$ cat src/ebc_pkg.sv
// constants, field layouts and types for the eeprom boot configuration loader
// assumes a 10 MHz ref_clk and a byte-wide register port with 10-bit addresses
`default_nettype none

package ebc_pkg;

  // ---------------------------------------------------------------
  // register map
  // ---------------------------------------------------------------
  localparam int ADDR_W = 10;
  localparam logic [ADDR_W-1:0] REG_STARTUP_BOOT_CTRL = 10'h000;
  localparam logic [ADDR_W-1:0] REG_EEPROM_ADDR_CFG = 10'h001;
  localparam logic [ADDR_W-1:0] REG_GSTAT_FIRST = 10'h21a;
  localparam logic [ADDR_W-1:0] REG_GSTAT_LAST = 10'h21f;
  localparam logic [ADDR_W-1:0] REG_GSTAT_BOOT = 10'h21e;
  localparam int CFG_FIRST = 8;
  localparam int CFG_LAST = 223;
  localparam logic [7:0] CFG_FIRST_B = 8'h08;
  localparam logic [7:0] CFG_LAST_B = 8'hdf;

  // ---------------------------------------------------------------
  // field positions
  // ---------------------------------------------------------------
  localparam int RTY_LSB = 3;
  localparam int RTY_W = 5;
  localparam int OTP_PARTIAL_BIT = 1;
  localparam int EEP_DISABLE_BIT = 0;
  localparam int WIDE_ADDR_BIT = 7;
  localparam int LOAD_FAIL_BIT = 0;
  localparam int SPEED_BIT = 0;

  // ---------------------------------------------------------------
  // reset values
  // ---------------------------------------------------------------
  localparam logic [7:0] STARTUP_BOOT_CTRL_RST = 8'h08;
  localparam logic [7:0] EEPROM_ADDR_CFG_RST = 8'h50;
  localparam logic [7:0] CFG_REG_RST = 8'h00;

  // ---------------------------------------------------------------
  // eeprom image layout
  // ---------------------------------------------------------------
  localparam logic [7:0] IMG_SPEED_OFS = 8'h05;
  localparam logic [7:0] IMG_CRC_OFS = 8'he0;
  localparam logic [7:0] CRC_POLY = 8'h07;
  localparam logic [7:0] CRC_INIT = 8'h00;

  // ---------------------------------------------------------------
  // timing
  // ---------------------------------------------------------------
  localparam int CLK_HZ = 10_000_000;
  localparam int SLOW_HZ = 100_000;
  localparam int FAST_HZ = 400_000;
  localparam int QTR_SLOW_CYC = (CLK_HZ + 4 * SLOW_HZ - 1) / (4 * SLOW_HZ);
  localparam int QTR_FAST_CYC = (CLK_HZ + 4 * FAST_HZ - 1) / (4 * FAST_HZ);
  localparam int QTR_W = 5;
  localparam int RESP_TIMEOUT_US = 25;
  localparam int RESP_TIMEOUT_CYC = RESP_TIMEOUT_US * (CLK_HZ / 1_000_000);
  localparam int TO_W = 9;

  // ---------------------------------------------------------------
  // bus engine commands
  // ---------------------------------------------------------------
  typedef enum logic [1:0] {
    OP_START,
    OP_WRITE,
    OP_READ,
    OP_STOP
  } ebc_op_t;

endpackage

`default_nettype wire

$ cat src/ebc_i2c_if.sv
// command and response bundle between the boot sequencer and the bus engine
// assumes both ends run on ref_clk; commands are one-cycle pulses
`timescale 1ns/1ns
`default_nettype none

interface ebc_i2c_if;
  import ebc_pkg::*;
  logic cmd_valid;
  ebc_op_t cmd_op;
  logic [7:0] cmd_data;
  logic cmd_ack;
  logic fast;
  logic rsp_done;
  logic [7:0] rsp_data;
  logic rsp_nack;
  logic rsp_arb_lost;
  logic rsp_timeout;

  modport ctrl (
    output cmd_valid, cmd_op, cmd_data, cmd_ack, fast,
    input rsp_done, rsp_data, rsp_nack, rsp_arb_lost, rsp_timeout
  );
  modport engine (
    input cmd_valid, cmd_op, cmd_data, cmd_ack, fast,
    output rsp_done, rsp_data, rsp_nack, rsp_arb_lost, rsp_timeout
  );
endinterface : ebc_i2c_if

`default_nettype wire

$ cat src/ebc_boot_loader.sv
// boot-time loader: fetches the register image from a serial eeprom as i2c master
// assumes por_done rises once the internal power-up load has finished
`timescale 1ns/1ns
`default_nettype none

// How it works
// - after reset and power-up, contend for bus
// - eeprom bus address taken from startup registers
// - serial control port ignored while loading
// - startup and config registers writable once loading ends
// - nack aborts; unloaded registers keep defaults
// - crc byte at e0 must match computed crc
// - any abort sets load failure flag
// - failure flag drives both loss-of-lock flags
// - retry count adds arbitration attempts, default one
// - otp bit selects full or eight-byte otp load
// - eeprom bit zero disables eeprom load
// - wide addressing bit sends two offset bytes
// - seven-bit field holds eeprom slave address
// - global status block at 021a to 021f
// - image checked with ccitt-8 crc
// - abort on nack, arbitration, collision, crc, timeout
// - start at 100khz, go 400khz on byte 05
// - fixed response timer on each data and ack bit
module ebc_boot_loader (
  // clock and reset
  input wire logic ref_clk,
  input wire logic arst_n,
  // power-up sequencing
  input wire logic por_done,
  output logic otp_full_load,
  output logic boot_busy,
  // serial control port register access
  input wire logic reg_req,
  input wire logic reg_wr,
  input wire logic [ebc_pkg::ADDR_W-1:0] reg_addr,
  input wire logic [7:0] reg_wdata,
  output logic [7:0] reg_rdata,
  output logic reg_ack,
  // status
  output logic load_failure_flag,
  output logic [1:0] loss_of_lock_flag,
  // i2c lines, open drain
  input wire logic scl_in,
  output logic scl_out,
  output logic scl_oe,
  input wire logic sda_in,
  output logic sda_out,
  output logic sda_oe
);
  import ebc_pkg::*;

  typedef enum logic [3:0] {
    M_WAIT_POR, M_CHECK, M_START, M_ADDR_W, M_OFS_HI, M_OFS_LO,
    M_RESTART, M_ADDR_R, M_READ, M_STOP, M_ABORT, M_DONE
  } ebc_main_state_t;

  // ---------------------------------------------------------------
  // helpers
  // ---------------------------------------------------------------
  function automatic logic [7:0] ebc_addr_byte(input logic [6:0] dev, input logic rd);
    ebc_addr_byte = {dev, rd};
  endfunction

  function automatic logic ebc_in_cfg(input logic [ADDR_W-1:0] a);
    ebc_in_cfg = (a[9:8] == 2'b00) && (a[7:0] >= CFG_FIRST_B) && (a[7:0] <= CFG_LAST_B);
  endfunction

  function automatic logic [7:0] ebc_crc8(input logic [7:0] crc, input logic [7:0] data);
    logic [7:0] c;
    c = crc ^ data;
    for (int i = 0; i < 8; i++) begin
      c = c[7] ? ((c << 1) ^ CRC_POLY) : (c << 1);
    end
    ebc_crc8 = c;
  endfunction

  // ---------------------------------------------------------------
  // state
  // ---------------------------------------------------------------
  ebc_i2c_if bus ();

  ebc_main_state_t state_reg;
  logic pend_reg;
  logic [RTY_W-1:0] retry_reg;
  logic [7:0] idx_reg;
  logic [7:0] crc_reg;
  logic crc_bad_reg;
  logic fail_set_reg;
  logic [7:0] startup_boot_control_reg;
  logic [7:0] eeprom_address_config_reg;
  logic [7:0] cfg_mem [CFG_FIRST:CFG_LAST];
  logic bus_state;
  ebc_op_t op_next;
  logic [7:0] data_next;
  logic port_ok;
  logic port_wr;
  logic [7:0] rdata_next;

  // ---------------------------------------------------------------
  // bus engine
  // ---------------------------------------------------------------
  ebc_i2c_engine u_engine (
    .ref_clk(ref_clk),
    .arst_n(arst_n),
    .bus(bus.engine),
    .scl_in(scl_in),
    .sda_in(sda_in),
    .scl_oe(scl_oe),
    .sda_oe(sda_oe)
  );

  // ---------------------------------------------------------------
  // command selection per sequencer state
  // ---------------------------------------------------------------
  always_comb begin
    bus_state = 1'b1;
    op_next = OP_WRITE;
    data_next = 8'h00;
    case (state_reg)
      M_START, M_RESTART: op_next = OP_START;
      M_ADDR_W: data_next = ebc_addr_byte(eeprom_address_config_reg[6:0], 1'b0);
      M_ADDR_R: data_next = ebc_addr_byte(eeprom_address_config_reg[6:0], 1'b1);
      M_OFS_HI, M_OFS_LO: data_next = 8'h00;
      M_READ: op_next = OP_READ;
      M_STOP, M_ABORT: op_next = OP_STOP;
      default: bus_state = 1'b0;
    endcase
  end

  // ---------------------------------------------------------------
  // boot sequencer
  // ---------------------------------------------------------------
  always_ff @(posedge ref_clk or negedge arst_n) begin
    if (!arst_n) begin
      state_reg <= M_WAIT_POR;
      pend_reg <= 1'b0;
      retry_reg <= '0;
      idx_reg <= 8'h00;
      crc_reg <= CRC_INIT;
      crc_bad_reg <= 1'b0;
      fail_set_reg <= 1'b0;
      boot_busy <= 1'b1;
      bus.cmd_valid <= 1'b0;
      bus.cmd_op <= OP_START;
      bus.cmd_data <= 8'h00;
      bus.cmd_ack <= 1'b0;
      bus.fast <= 1'b0;
    end else begin
      bus.cmd_valid <= 1'b0;
      fail_set_reg <= 1'b0;
      if (state_reg == M_WAIT_POR) begin
        if (por_done) begin
          state_reg <= M_CHECK;
        end
      end else if (state_reg == M_CHECK) begin
        retry_reg <= startup_boot_control_reg[RTY_LSB +: RTY_W];
        idx_reg <= 8'h00;
        crc_reg <= CRC_INIT;
        crc_bad_reg <= 1'b0;
        bus.fast <= 1'b0;
        if (startup_boot_control_reg[EEP_DISABLE_BIT]) begin
          state_reg <= M_DONE;
        end else begin
          state_reg <= M_START;
        end
      end else if (state_reg == M_DONE) begin
        boot_busy <= 1'b0;
      end else if (bus_state && !pend_reg) begin
        pend_reg <= 1'b1;
        bus.cmd_valid <= 1'b1;
        bus.cmd_op <= op_next;
        bus.cmd_data <= data_next;
        bus.cmd_ack <= (idx_reg != IMG_CRC_OFS);
      end else if (bus.rsp_done) begin
        pend_reg <= 1'b0;
        if (bus.rsp_timeout) begin
          fail_set_reg <= 1'b1;
          state_reg <= M_DONE;
        end else if (bus.rsp_arb_lost) begin
          if (retry_reg != '0) begin
            retry_reg <= retry_reg - 1'b1;
            idx_reg <= 8'h00;
            crc_reg <= CRC_INIT;
            bus.fast <= 1'b0;
            state_reg <= M_START;
          end else begin
            fail_set_reg <= 1'b1;
            state_reg <= M_DONE;
          end
        end else if (bus.rsp_nack) begin
          state_reg <= M_ABORT;
        end else begin
          case (state_reg)
            M_START: state_reg <= M_ADDR_W;
            M_ADDR_W: begin
              if (eeprom_address_config_reg[WIDE_ADDR_BIT]) begin
                state_reg <= M_OFS_HI;
              end else begin
                state_reg <= M_OFS_LO;
              end
            end
            M_OFS_HI: state_reg <= M_OFS_LO;
            M_OFS_LO: state_reg <= M_RESTART;
            M_RESTART: state_reg <= M_ADDR_R;
            M_ADDR_R: state_reg <= M_READ;
            M_READ: begin
              crc_reg <= ebc_crc8(crc_reg, bus.rsp_data);
              if (idx_reg == IMG_SPEED_OFS && bus.rsp_data[SPEED_BIT]) begin
                bus.fast <= 1'b1;
              end
              if (idx_reg == IMG_CRC_OFS) begin
                crc_bad_reg <= (bus.rsp_data != crc_reg);
                state_reg <= M_STOP;
              end else begin
                idx_reg <= idx_reg + 8'h01;
              end
            end
            M_STOP: begin
              fail_set_reg <= crc_bad_reg;
              state_reg <= M_DONE;
            end
            M_ABORT: begin
              fail_set_reg <= 1'b1;
              state_reg <= M_DONE;
            end
            default: state_reg <= M_DONE;
          endcase
        end
      end
    end
  end

  // ---------------------------------------------------------------
  // serial control port
  // ---------------------------------------------------------------
  assign port_ok = reg_req && !boot_busy;
  assign port_wr = port_ok && reg_wr;

  always_comb begin
    rdata_next = 8'h00;
    if (reg_addr == REG_STARTUP_BOOT_CTRL) begin
      rdata_next = startup_boot_control_reg;
    end else if (reg_addr == REG_EEPROM_ADDR_CFG) begin
      rdata_next = eeprom_address_config_reg;
    end else if (ebc_in_cfg(reg_addr)) begin
      rdata_next = cfg_mem[reg_addr[7:0]];
    end else if (reg_addr == REG_GSTAT_BOOT) begin
      rdata_next[LOAD_FAIL_BIT] = load_failure_flag;
    end
  end

  always_ff @(posedge ref_clk or negedge arst_n) begin
    if (!arst_n) begin
      reg_ack <= 1'b0;
      reg_rdata <= 8'h00;
    end else begin
      reg_ack <= port_ok;
      if (port_ok) begin
        reg_rdata <= rdata_next;
      end
    end
  end

  // startup control registers
  always_ff @(posedge ref_clk or negedge arst_n) begin
    if (!arst_n) begin
      startup_boot_control_reg <= STARTUP_BOOT_CTRL_RST;
      eeprom_address_config_reg <= EEPROM_ADDR_CFG_RST;
    end else if (port_wr) begin
      if (reg_addr == REG_STARTUP_BOOT_CTRL) begin
        startup_boot_control_reg <= reg_wdata;
      end
      if (reg_addr == REG_EEPROM_ADDR_CFG) begin
        eeprom_address_config_reg <= reg_wdata;
      end
    end
  end

  // loaded configuration bytes, one flop group per address
  for (genvar g = CFG_FIRST; g <= CFG_LAST; g++) begin : g_cfg
    always_ff @(posedge ref_clk or negedge arst_n) begin
      if (!arst_n) begin
        cfg_mem[g] <= CFG_REG_RST;
      end else if (state_reg == M_READ && bus.rsp_done && pend_reg && !bus.rsp_arb_lost
                   && !bus.rsp_timeout && idx_reg == 8'(g)) begin
        cfg_mem[g] <= bus.rsp_data;
      end else if (port_wr && reg_addr == ADDR_W'(g)) begin
        cfg_mem[g] <= reg_wdata;
      end
    end
  end

  // ---------------------------------------------------------------
  // status and indicator outputs
  // ---------------------------------------------------------------
  always_ff @(posedge ref_clk or negedge arst_n) begin
    if (!arst_n) begin
      load_failure_flag <= 1'b0;
    end else if (fail_set_reg) begin
      load_failure_flag <= 1'b1;
    end else if (port_wr && reg_addr == REG_GSTAT_BOOT && reg_wdata[LOAD_FAIL_BIT]) begin
      load_failure_flag <= 1'b0;
    end
  end

  always_ff @(posedge ref_clk or negedge arst_n) begin
    if (!arst_n) begin
      loss_of_lock_flag <= 2'h0;
      otp_full_load <= 1'b1;
      scl_out <= 1'b0;
      sda_out <= 1'b0;
    end else begin
      loss_of_lock_flag <= {2{load_failure_flag}};
      otp_full_load <= !startup_boot_control_reg[OTP_PARTIAL_BIT];
      scl_out <= 1'b0;
      sda_out <= 1'b0;
    end
  end

endmodule // ebc_boot_loader

`default_nettype wire

$ cat src/ebc_i2c_engine.sv
// multi-master i2c bit engine: start, byte write, byte read, stop
// assumes open-drain pins resolved outside; clock stretching accepted up to the response timeout
`timescale 1ns/1ns
`default_nettype none

module ebc_i2c_engine (
  // clock and reset
  input wire logic ref_clk,
  input wire logic arst_n,
  // command side
  ebc_i2c_if.engine bus,
  // bus lines
  input wire logic scl_in,
  input wire logic sda_in,
  output logic scl_oe,
  output logic sda_oe
);
  import ebc_pkg::*;

  typedef enum logic [1:0] {E_IDLE, E_START, E_BIT, E_STOP} ebc_eng_state_t;

  ebc_eng_state_t state_reg;
  logic [1:0] phase_reg;
  logic [3:0] bit_reg;
  logic [7:0] sh_reg;
  logic rd_reg;
  logic ack_reg;
  logic [QTR_W-1:0] qcnt_reg;
  logic [TO_W-1:0] to_reg;
  logic tick;

  assign tick = (qcnt_reg == '0);

  // ---------------------------------------------------------------
  // quarter-bit divider
  // ---------------------------------------------------------------
  always_ff @(posedge ref_clk or negedge arst_n) begin
    if (!arst_n) begin
      qcnt_reg <= '0;
    end else if (state_reg == E_IDLE || tick) begin
      qcnt_reg <= bus.fast ? QTR_W'(QTR_FAST_CYC - 1) : QTR_W'(QTR_SLOW_CYC - 1);
    end else begin
      qcnt_reg <= qcnt_reg - 1'b1;
    end
  end

  // ---------------------------------------------------------------
  // bit sequencing
  // ---------------------------------------------------------------
  always_ff @(posedge ref_clk or negedge arst_n) begin
    if (!arst_n) begin
      state_reg <= E_IDLE;
      phase_reg <= 2'h0;
      bit_reg <= 4'h0;
      sh_reg <= 8'h00;
      rd_reg <= 1'b0;
      ack_reg <= 1'b0;
      to_reg <= '0;
      scl_oe <= 1'b0;
      sda_oe <= 1'b0;
      bus.rsp_done <= 1'b0;
      bus.rsp_data <= 8'h00;
      bus.rsp_nack <= 1'b0;
      bus.rsp_arb_lost <= 1'b0;
      bus.rsp_timeout <= 1'b0;
    end else begin
      bus.rsp_done <= 1'b0;
      case (state_reg)
        E_IDLE: begin
          if (bus.cmd_valid) begin
            bus.rsp_nack <= 1'b0;
            bus.rsp_arb_lost <= 1'b0;
            bus.rsp_timeout <= 1'b0;
            sh_reg <= bus.cmd_data;
            rd_reg <= (bus.cmd_op == OP_READ);
            ack_reg <= bus.cmd_ack;
            phase_reg <= 2'h0;
            bit_reg <= 4'h0;
            case (bus.cmd_op)
              OP_START: state_reg <= E_START;
              OP_STOP: state_reg <= E_STOP;
              default: state_reg <= E_BIT;
            endcase
          end
        end
        E_START: begin
          if (tick) begin
            phase_reg <= phase_reg + 2'h1;
            case (phase_reg)
              2'h0: begin
                scl_oe <= 1'b0;
                sda_oe <= 1'b0;
              end
              2'h1: begin
                if (!sda_in || !scl_in) begin
                  // another master owns the bus
                  bus.rsp_arb_lost <= 1'b1;
                  bus.rsp_done <= 1'b1;
                  state_reg <= E_IDLE;
                end else begin
                  sda_oe <= 1'b1;
                end
              end
              default: begin
                scl_oe <= 1'b1;
                bus.rsp_done <= 1'b1;
                state_reg <= E_IDLE;
              end
            endcase
          end
        end
        E_BIT: begin
          if (phase_reg == 2'h2 && !scl_in) begin
            // scl held low by someone else: bounded wait only
            if (to_reg == TO_W'(RESP_TIMEOUT_CYC - 1)) begin
              bus.rsp_timeout <= 1'b1;
              bus.rsp_done <= 1'b1;
              scl_oe <= 1'b0;
              sda_oe <= 1'b0;
              state_reg <= E_IDLE;
            end else begin
              to_reg <= to_reg + 1'b1;
            end
          end else if (tick) begin
            case (phase_reg)
              2'h0: begin
                sda_oe <= (bit_reg < 4'h8) ? (!rd_reg && !sh_reg[7]) : (rd_reg && ack_reg);
                phase_reg <= 2'h1;
              end
              2'h1: begin
                scl_oe <= 1'b0;
                to_reg <= '0;
                phase_reg <= 2'h2;
              end
              2'h2: begin
                phase_reg <= 2'h3;
                if (bit_reg < 4'h8) begin
                  sh_reg <= {sh_reg[6:0], sda_in};
                  if (!rd_reg && sh_reg[7] && !sda_in) begin
                    // released a one but saw a zero: collision
                    bus.rsp_arb_lost <= 1'b1;
                    bus.rsp_done <= 1'b1;
                    scl_oe <= 1'b0;
                    sda_oe <= 1'b0;
                    state_reg <= E_IDLE;
                  end
                end else if (!rd_reg) begin
                  bus.rsp_nack <= sda_in;
                end
              end
              default: begin
                scl_oe <= 1'b1;
                phase_reg <= 2'h0;
                bit_reg <= bit_reg + 4'h1;
                if (bit_reg == 4'h8) begin
                  sda_oe <= 1'b0;
                  bus.rsp_data <= sh_reg;
                  bus.rsp_done <= 1'b1;
                  state_reg <= E_IDLE;
                end
              end
            endcase
          end
        end
        E_STOP: begin
          if (tick) begin
            phase_reg <= phase_reg + 2'h1;
            case (phase_reg)
              2'h0: begin
                scl_oe <= 1'b1;
                sda_oe <= 1'b1;
              end
              2'h1: scl_oe <= 1'b0;
              default: begin
                sda_oe <= 1'b0;
                bus.rsp_done <= 1'b1;
                state_reg <= E_IDLE;
              end
            endcase
          end
        end
        default: state_reg <= E_IDLE;
      endcase
    end
  end

endmodule // ebc_i2c_engine

`default_nettype wire

$ cat config.mk
export PLATFORM = sky130hd
export DESIGN_NAME = ebc_boot_loader
export DESIGN_NICKNAME = d
export VERILOG_FILES = /design/src/ebc_pkg.sv /design/src/ebc_i2c_if.sv /design/src/ebc_boot_loader.sv /design/src/ebc_i2c_engine.sv
export SDC_FILE = /design/constraint.sdc
export NUM_CORES = 2
export LEC_CHECK = 0
export BUFFER_PORTS_ARGS = -buffer_cell sky130_fd_sc_hd__buf_2
export CORE_MARGIN = 5
export CORE_UTILIZATION = 48
export DETAILED_ROUTE_END_ITERATION = 16
export PLACE_DENSITY = 0.69
export SETUP_SLACK_MARGIN = 0.3
export SLEW_MARGIN = 20
export SYNTH_ARGS = -nofsm -noshare
export SYNTH_HDL_FRONTEND = slang
export SYNTH_SLANG_ARGS = --single-unit
$ cat constraint.sdc
create_clock -name ref_clk -period 4.44 [get_ports ref_clk]
set_clock_uncertainty 0.05 [all_clocks]
set_input_delay 0.222 -clock ref_clk [delete_from_list [all_inputs] [get_ports ref_clk]]
set_output_delay 0.222 -clock ref_clk [all_outputs]
set_load 0.01 [all_outputs]
Word-level counts from Yosys, hierarchy flattened
Cells that the tools add are included.

Logic and storage cells: 2127. Register bits: 1844.

Bitwise logic cells: 15. Equality and inequality tests: 504. Reductions and logical operators: 728. Add/subtract/negate cells: 6. Mux-type cells: 619. Magnitude comparators: 4.

Operators by type and width (number): 8-bit 2-to-1 mux (459); 10-bit by 8-bit equality test with 1-bit output, second input constant (96); 8-bit equality test, second input constant (97); 10-bit by 7-bit equality test with 1-bit output, second input constant (64); 8-bit by 7-bit equality test with 1-bit output, second input constant (64); 2-bit nonzero test (226); 1-bit logical AND (449); 10-bit by 6-bit equality test with 1-bit output, second input constant (32); 8-bit by 6-bit equality test with 1-bit output, second input constant (32); 10-bit by 5-bit equality test with 1-bit output, second input constant (16); 8-bit by 5-bit equality test with 1-bit output, second input constant (16); 10-bit by 4-bit equality test with 1-bit output, second input constant (8); 1-bit 2-to-1 mux (80); 8-bit binary-select mux with 8-bit select (1); 8-bit by 4-bit equality test with 1-bit output, second input constant (8); 4-bit 2-to-1 mux (16); 5-bit 2-to-1 mux (9); 9-bit 2-to-1 mux (4); 2-bit != test, second input constant (16); 8-bit one-hot mux with 2 select lines (2); 2-bit 2-to-1 mux (15); 4-bit one-hot mux with 7 select lines (1); 9-bit AND reduction (3); 3-bit 2-to-1 mux (8); 60 further kinds (154).

Logic depth before layout (Yosys ltp)
Depth in word-level cells: 25. Mapped depth: 13. Mapped depth without buffers: 9.

Hierarchy
From an unflattened synthesis, not the netlist that was laid out.

Cells, all modules: 9997. Area total of the unflattened synthesis: 102524.6 µm².

Modules (own cells, without submodules): ebc_boot_loader (seq. area each 44999.4 µm², area each 99784.5 µm², times used 1, cells an instance 9726); ebc_i2c_engine (seq. area each 1151.1 µm², area each 2740.1 µm², times used 1, cells an instance 271).

Worst setup path after synthesis
OpenSTA, ideal clock, no wires.

Path kind: input to register. Start point: in reg_addr[0] in the netlist's numbering. End point: reg reg_rdata[3]. Stages: 10. Arrival time: 2.598 ns. Required time: 4.256 ns. Buffers on the path: 5. Setup slack: 1.659 ns. Path through: buf_2 > buf_4 > buf_4 > buf_2 > buf_2 > mux4_2 > a22oi_1 > nand2_1 > a2111oi_0 > o21ai_0.

Cells in the longest elaborated chain, start to end: 7. Elaborated cells between the ends (all ways): 13.

Ends and longest elaborated chain: start, declared (line ebc_boot_loader.sv:36) `input wire logic [ebc_pkg::ADDR_W-1:0] reg_addr,`; 8-bit inverter with 9-bit output (implied by the code) (line ebc_boot_loader.sv:247) `rdata_next = cfg_mem[reg_addr[7:0]];`; 8-bit binary-select mux with 8-bit select (line ebc_boot_loader.sv:247); 8-bit 2-to-1 mux (implied by the code) (2 in series) (line ebc_boot_loader.sv:247); 7-bit 2-to-1 mux (line ebc_boot_loader.sv:246) `end else if (ebc_in_cfg(reg_addr)) begin`; 8-bit 2-to-1 mux (line ebc_boot_loader.sv:244) `end else if (reg_addr == REG_EEPROM_ADDR_CFG) begin`; 8-bit 2-to-1 mux * (line ebc_boot_loader.sv:242) `if (reg_addr == REG_STARTUP_BOOT_CTRL) begin`; end signal, assigned (line ebc_boot_loader.sv:260) `reg_rdata <= rdata_next;`; end, declared (line ebc_boot_loader.sv:38) `output logic [7:0] reg_rdata,`.

Mark *: on every way between the ends. The rest lies on a longest branch, timed or not. The select of a mux whose other input is x is not followed. A chain may end at the register's enable or synchronous reset.

Final worst setup path
Start point: reg state_reg[1]. End point: reg cfg_mem[782] in the netlist's numbering.

Cells in the longest elaborated chain, start to end: 7. Elaborated cells between the ends (all ways): 8.

Ends and longest elaborated chain: start, declared (line ebc_boot_loader.sv:83) `ebc_main_state_t state_reg;`; start signal, assigned (line ebc_boot_loader.sv:136) `state_reg <= M_WAIT_POR;`; start signal, assigned (line ebc_boot_loader.sv:154) `state_reg <= M_CHECK;`; start signal, assigned (line ebc_boot_loader.sv:163) `state_reg <= M_DONE;`; 4-bit equality test * (line ebc_boot_loader.sv:285) `end else if (state_reg == M_READ && bus.rsp_done && pend_reg && !bus.rsp_arb_lost`; 1-bit logical AND * (3 in series) (line ebc_boot_loader.sv:285); 1-bit logical AND * (2 in series) (line ebc_boot_loader.sv:286) `&& !bus.rsp_timeout && idx_reg == 8'(g)) begin`; 8-bit 2-to-1 mux / 2-bit nonzero test (equally long branches); end signal, assigned by index (line ebc_boot_loader.sv:287) `cfg_mem[g] <= bus.rsp_data;`; end signal, assigned by index (line ebc_boot_loader.sv:289) `cfg_mem[g] <= reg_wdata;`; end, declared (line ebc_boot_loader.sv:92) `logic [7:0] cfg_mem [CFG_FIRST:CFG_LAST];`.

Mark *: on every way between the ends. The rest lies on a longest branch, timed or not.

==> summary.md <==
| Metric | Value |
|---|---|
| Drt first pass iters | 9 |
| TritonCTS sink count | approximately 1,800 |
| Port Buffers | 40 |
| Dpl hpwl | 252,000 um |
| Sequential area share after synthesis | 0.454 |
| CTS tree | yes |
| Total global-route track usage | 0.340 |
| Critical path type | flip-flop to flip-flop |
| 1st-iter DRT viols | approximately 12,000 |
| Most common cell after layout, fill and taps aside | mux2i_1 |
| Post-Synthesis Cells | 10,024 |
| # Post-CTS Setup Buffers | 0 |
| Gr ovfl total | 0 |
| Gpl congestion | roughly 1.1 |
| Pleak | 54.8 nW |
| Post-route cell area | 0.112 mm^2 |
| Wire per inst | approximately 30 um |
| Row Count | 168 |
| Cells after DPL | 12,357 |
| Via density | 6.48 |
| Initial antenna violation count | 39 |
| Max Freq | 268 MHz |
| CP Max Fanout | 20 |
| Vias in the first global route | 79,346 |
| Max reg flops | 1,728 |
| Hold Fails Final Rpt | 0 |
| Yosys cell types | 86 |
| Die Ht | 470 um |
| Total number of vias | 82,814 |
| WP data required | roughly 5 ns |
| Routed WL | 386,000 um |
| H-tree depth | 4 |
| Ratio of cells with drive above 1 in the final layout | 0.134 |
| RSZ-0062 raised after global routing | no |
| Status | finished, final reports clean |
| Reg2reg start | state_reg[1]$_DFFE_PN0P_ |
| Compound-Gate Fraction of Synth Area | 0.116 |
| PwrDens | 340 mW/mm^2 |
| Hold WC Path Type | input port to asynchronous set/reset pin |
| Final core occ | 0.535 |
| Full die area | 0.221 mm^2 |
| CTS max path bufs | 3 |
| Arr. time, crit path | around 4.4 ns |
| Total of max-cap violations | 0 |
| Initial Utilization | 0.483 |
| Number of flops mapped to enable cells by yosys | 0 |
| Worst r2r path cells | 8 |
| CORE AREA | roughly 0.21 mm^2 |
| Post-layout minimum cycle time | 3.74 ns |
| Syn Std Cell Area | approximately 0.10 mm^2 |
| I/O pins | 43 |
| Dpl cell area | 0.105 mm^2 |
| Largest family of logic cells by synthesized area | multiplexers |
| Worst skew pair latency | 0.87 ns |
| CP Capture Type | flip-flop |
| FF-to-FF End | cfg_mem[782]$_DFFE_PN0P_ |
| Slew margin rel. | 0.162 |
| Final worst-path cycle share | 0.842 |
| TritonCTS Buffers | 201 |
| Xor and xnor area share after synthesis | 0.00302 |
| Finished Layout Cells | ~13,000 |
| Async SR Flop Fraction | 1.00 |
| Worst VDD drop | between 0.4 and 0.5 mV |
| Fin Hold WS | 0.0105 ns |
| Nets@finish | approximately 10,000 |
| Commonest register cell after synthesis | dfrtp_1 |
| Avg Synthesized Cell Area | 10.1 um^2 |
| Worst-Margin Slew | 1.26 ns |
| Area Overhead vs Synth | 10.6% |
| Most frequent cells in the layout | mux2i_1, dfrtp_1, nor2_1 |
| Element type at the critical path start | flip-flop |
| Die extent in x | between 400 and 500 um |
| DRC Markers | 0 |
| Synth Area in Simple Gates | 0.113 |
| Ys Warns | 0 |
| Mux cell area share after synthesis | 0.271 |
| Root buffer cell | clkbuf_16 |
| Final setup viols | 0 |
| First-pass GRT wire length | 562,000 um |
| Pin count of the biggest net entering global routing | 134 |
| Max Slew Vio Count | 0 |
| Post-Synth Adder-Cell Area | 0.00330 |
| R2R Setup Slk | ~0.70 ns |
| Routed Antenna Nets | 0 |
| Yosys reg bits | between 1,500 and 2,000 |
| Clock-pin slew on the worst setup and hold paths | 0.06 ns |
==> synthesized netlist by cell type, types with 8 or more instances <==
cell type  instances  area [um^2]
mux2i_1         1846        18500
dfrtp_1         1839        46000
nor2_1          1740         6530
a21oi_1         1690         8460
nand2_1          601         2260
clkbuf_1         534         2000
mux4_2           383         8630
buf_2            193          966
o21ai_0          179          896
buf_1            101          379
a22oi_1           99          743
nand3_1           77          385
nand2_2           54          338
buf_4             45          338
nor3_1            44          220
mux2_2            40          450
and2_1            34          213
inv_1             34          128
and3_1            31          194
nor2b_1           28          175
a22o_1            26          228
ha_1              26          325
a221oi_1          22          193
nand4_1           22          138
a31oi_1           20          125
nand2b_1          20          125
xnor2_1           20          175
o22ai_1           18          113
buf_6             15          169
xor2_1            15          131
a211oi_1          14          105
a2111oi_0         13          114
nand2_4           11          124
o2111ai_1         11         96.3
o211ai_1          11         82.6
o31ai_1           10         75.1
nor3_4             8          130
nor4b_1            8         70.1
==> cell families after synthesis <==
group,Yosys count
adder cells (fa/ha/maj),27
AND/OR/NAND/NOR,2751
AO/OA/AOI/OAI,2173
buffers and inverters,924
multiplexers,2269
XOR/XNOR,35
flip-flops,1844
other,1
==> worst max path at each step <==
stage                              from                        to  slack [ns]  depth (start not counted)
2_1_floorplan               reg_addr[0]  reg_rdata[3]$_DFFE_PN0P_        1.66                         10
3_3_place_gp                reg_addr[0]  reg_rdata[6]$_DFFE_PN0P_       -0.66                         10
3_5_place_dp                reg_addr[0]  reg_rdata[2]$_DFFE_PN0P_        0.39                         10
4_1_cts        state_reg[1]$_DFFE_PN0P_  cfg_mem[788]$_DFFE_PN0P_        0.83                          8
5_1_grt        state_reg[1]$_DFFE_PN0P_  cfg_mem[185]$_DFFE_PN0P_        0.60                          7
6_report       state_reg[1]$_DFFE_PN0P_  cfg_mem[782]$_DFFE_PN0P_        0.70                          8
==> critical path, stage by stage, from the launching register on <==
cell     delay, ns
dfrtp_1       0.39
or4b_4        0.55
or3_2         0.82
buf_4         0.32
nor3_2        0.21
buf_4         0.44
nand2_1       0.45
nor2_1        0.26
a21oi_1       0.06
==> power by group <==
group	total [W]	internal (W)	switching, W
Sequential	0.0173	0.0171	0.000222
Clock	0.0175	0.00999	0.00749
Combinational	0.00339	0.00103	0.00235
==> metal layers <==
metal  GRT usage  wire length [um]  up-vias
li1            -                 -    35157
met1       0.447            144000    40919
met2       0.475            161000     5455
met3       0.125             51700     1263
met4       0.213             29100       20
met5     0.00173               138        -
==> final cells by class <==
cell class,instances,area [um^2]
fill,18287,97800
tap,2805,3510
clock buffer,310,6040
sequential,1844,46200
clock inverter,68,827
timing repair buffer,425,3910
inverter,35,133
multi-input combinational,7257,51700
antenna,31,77.6
==> through the flow <==
stage | setup TNS (ns) | power (W) | setup slack, ns
after floorplan | 0 | 0.0193 | 1.66
after global placement | -0.661 | 0.0208 | -0.661
after detailed placement | 0 | 0.0209 | 0.386
after CTS | 0 | 0.0381 | 0.827
after global routing | 0 | 0.0391 | 0.605
final | 0 | 0.0382 | 0.703
==> timing repair <==
action / in CTS / in global routing
hold endpoints to repair: 169 / 0
hold buffers: 9 / 0
resized for setup: 0 / 0
Power figures use the tool's default switching activity.
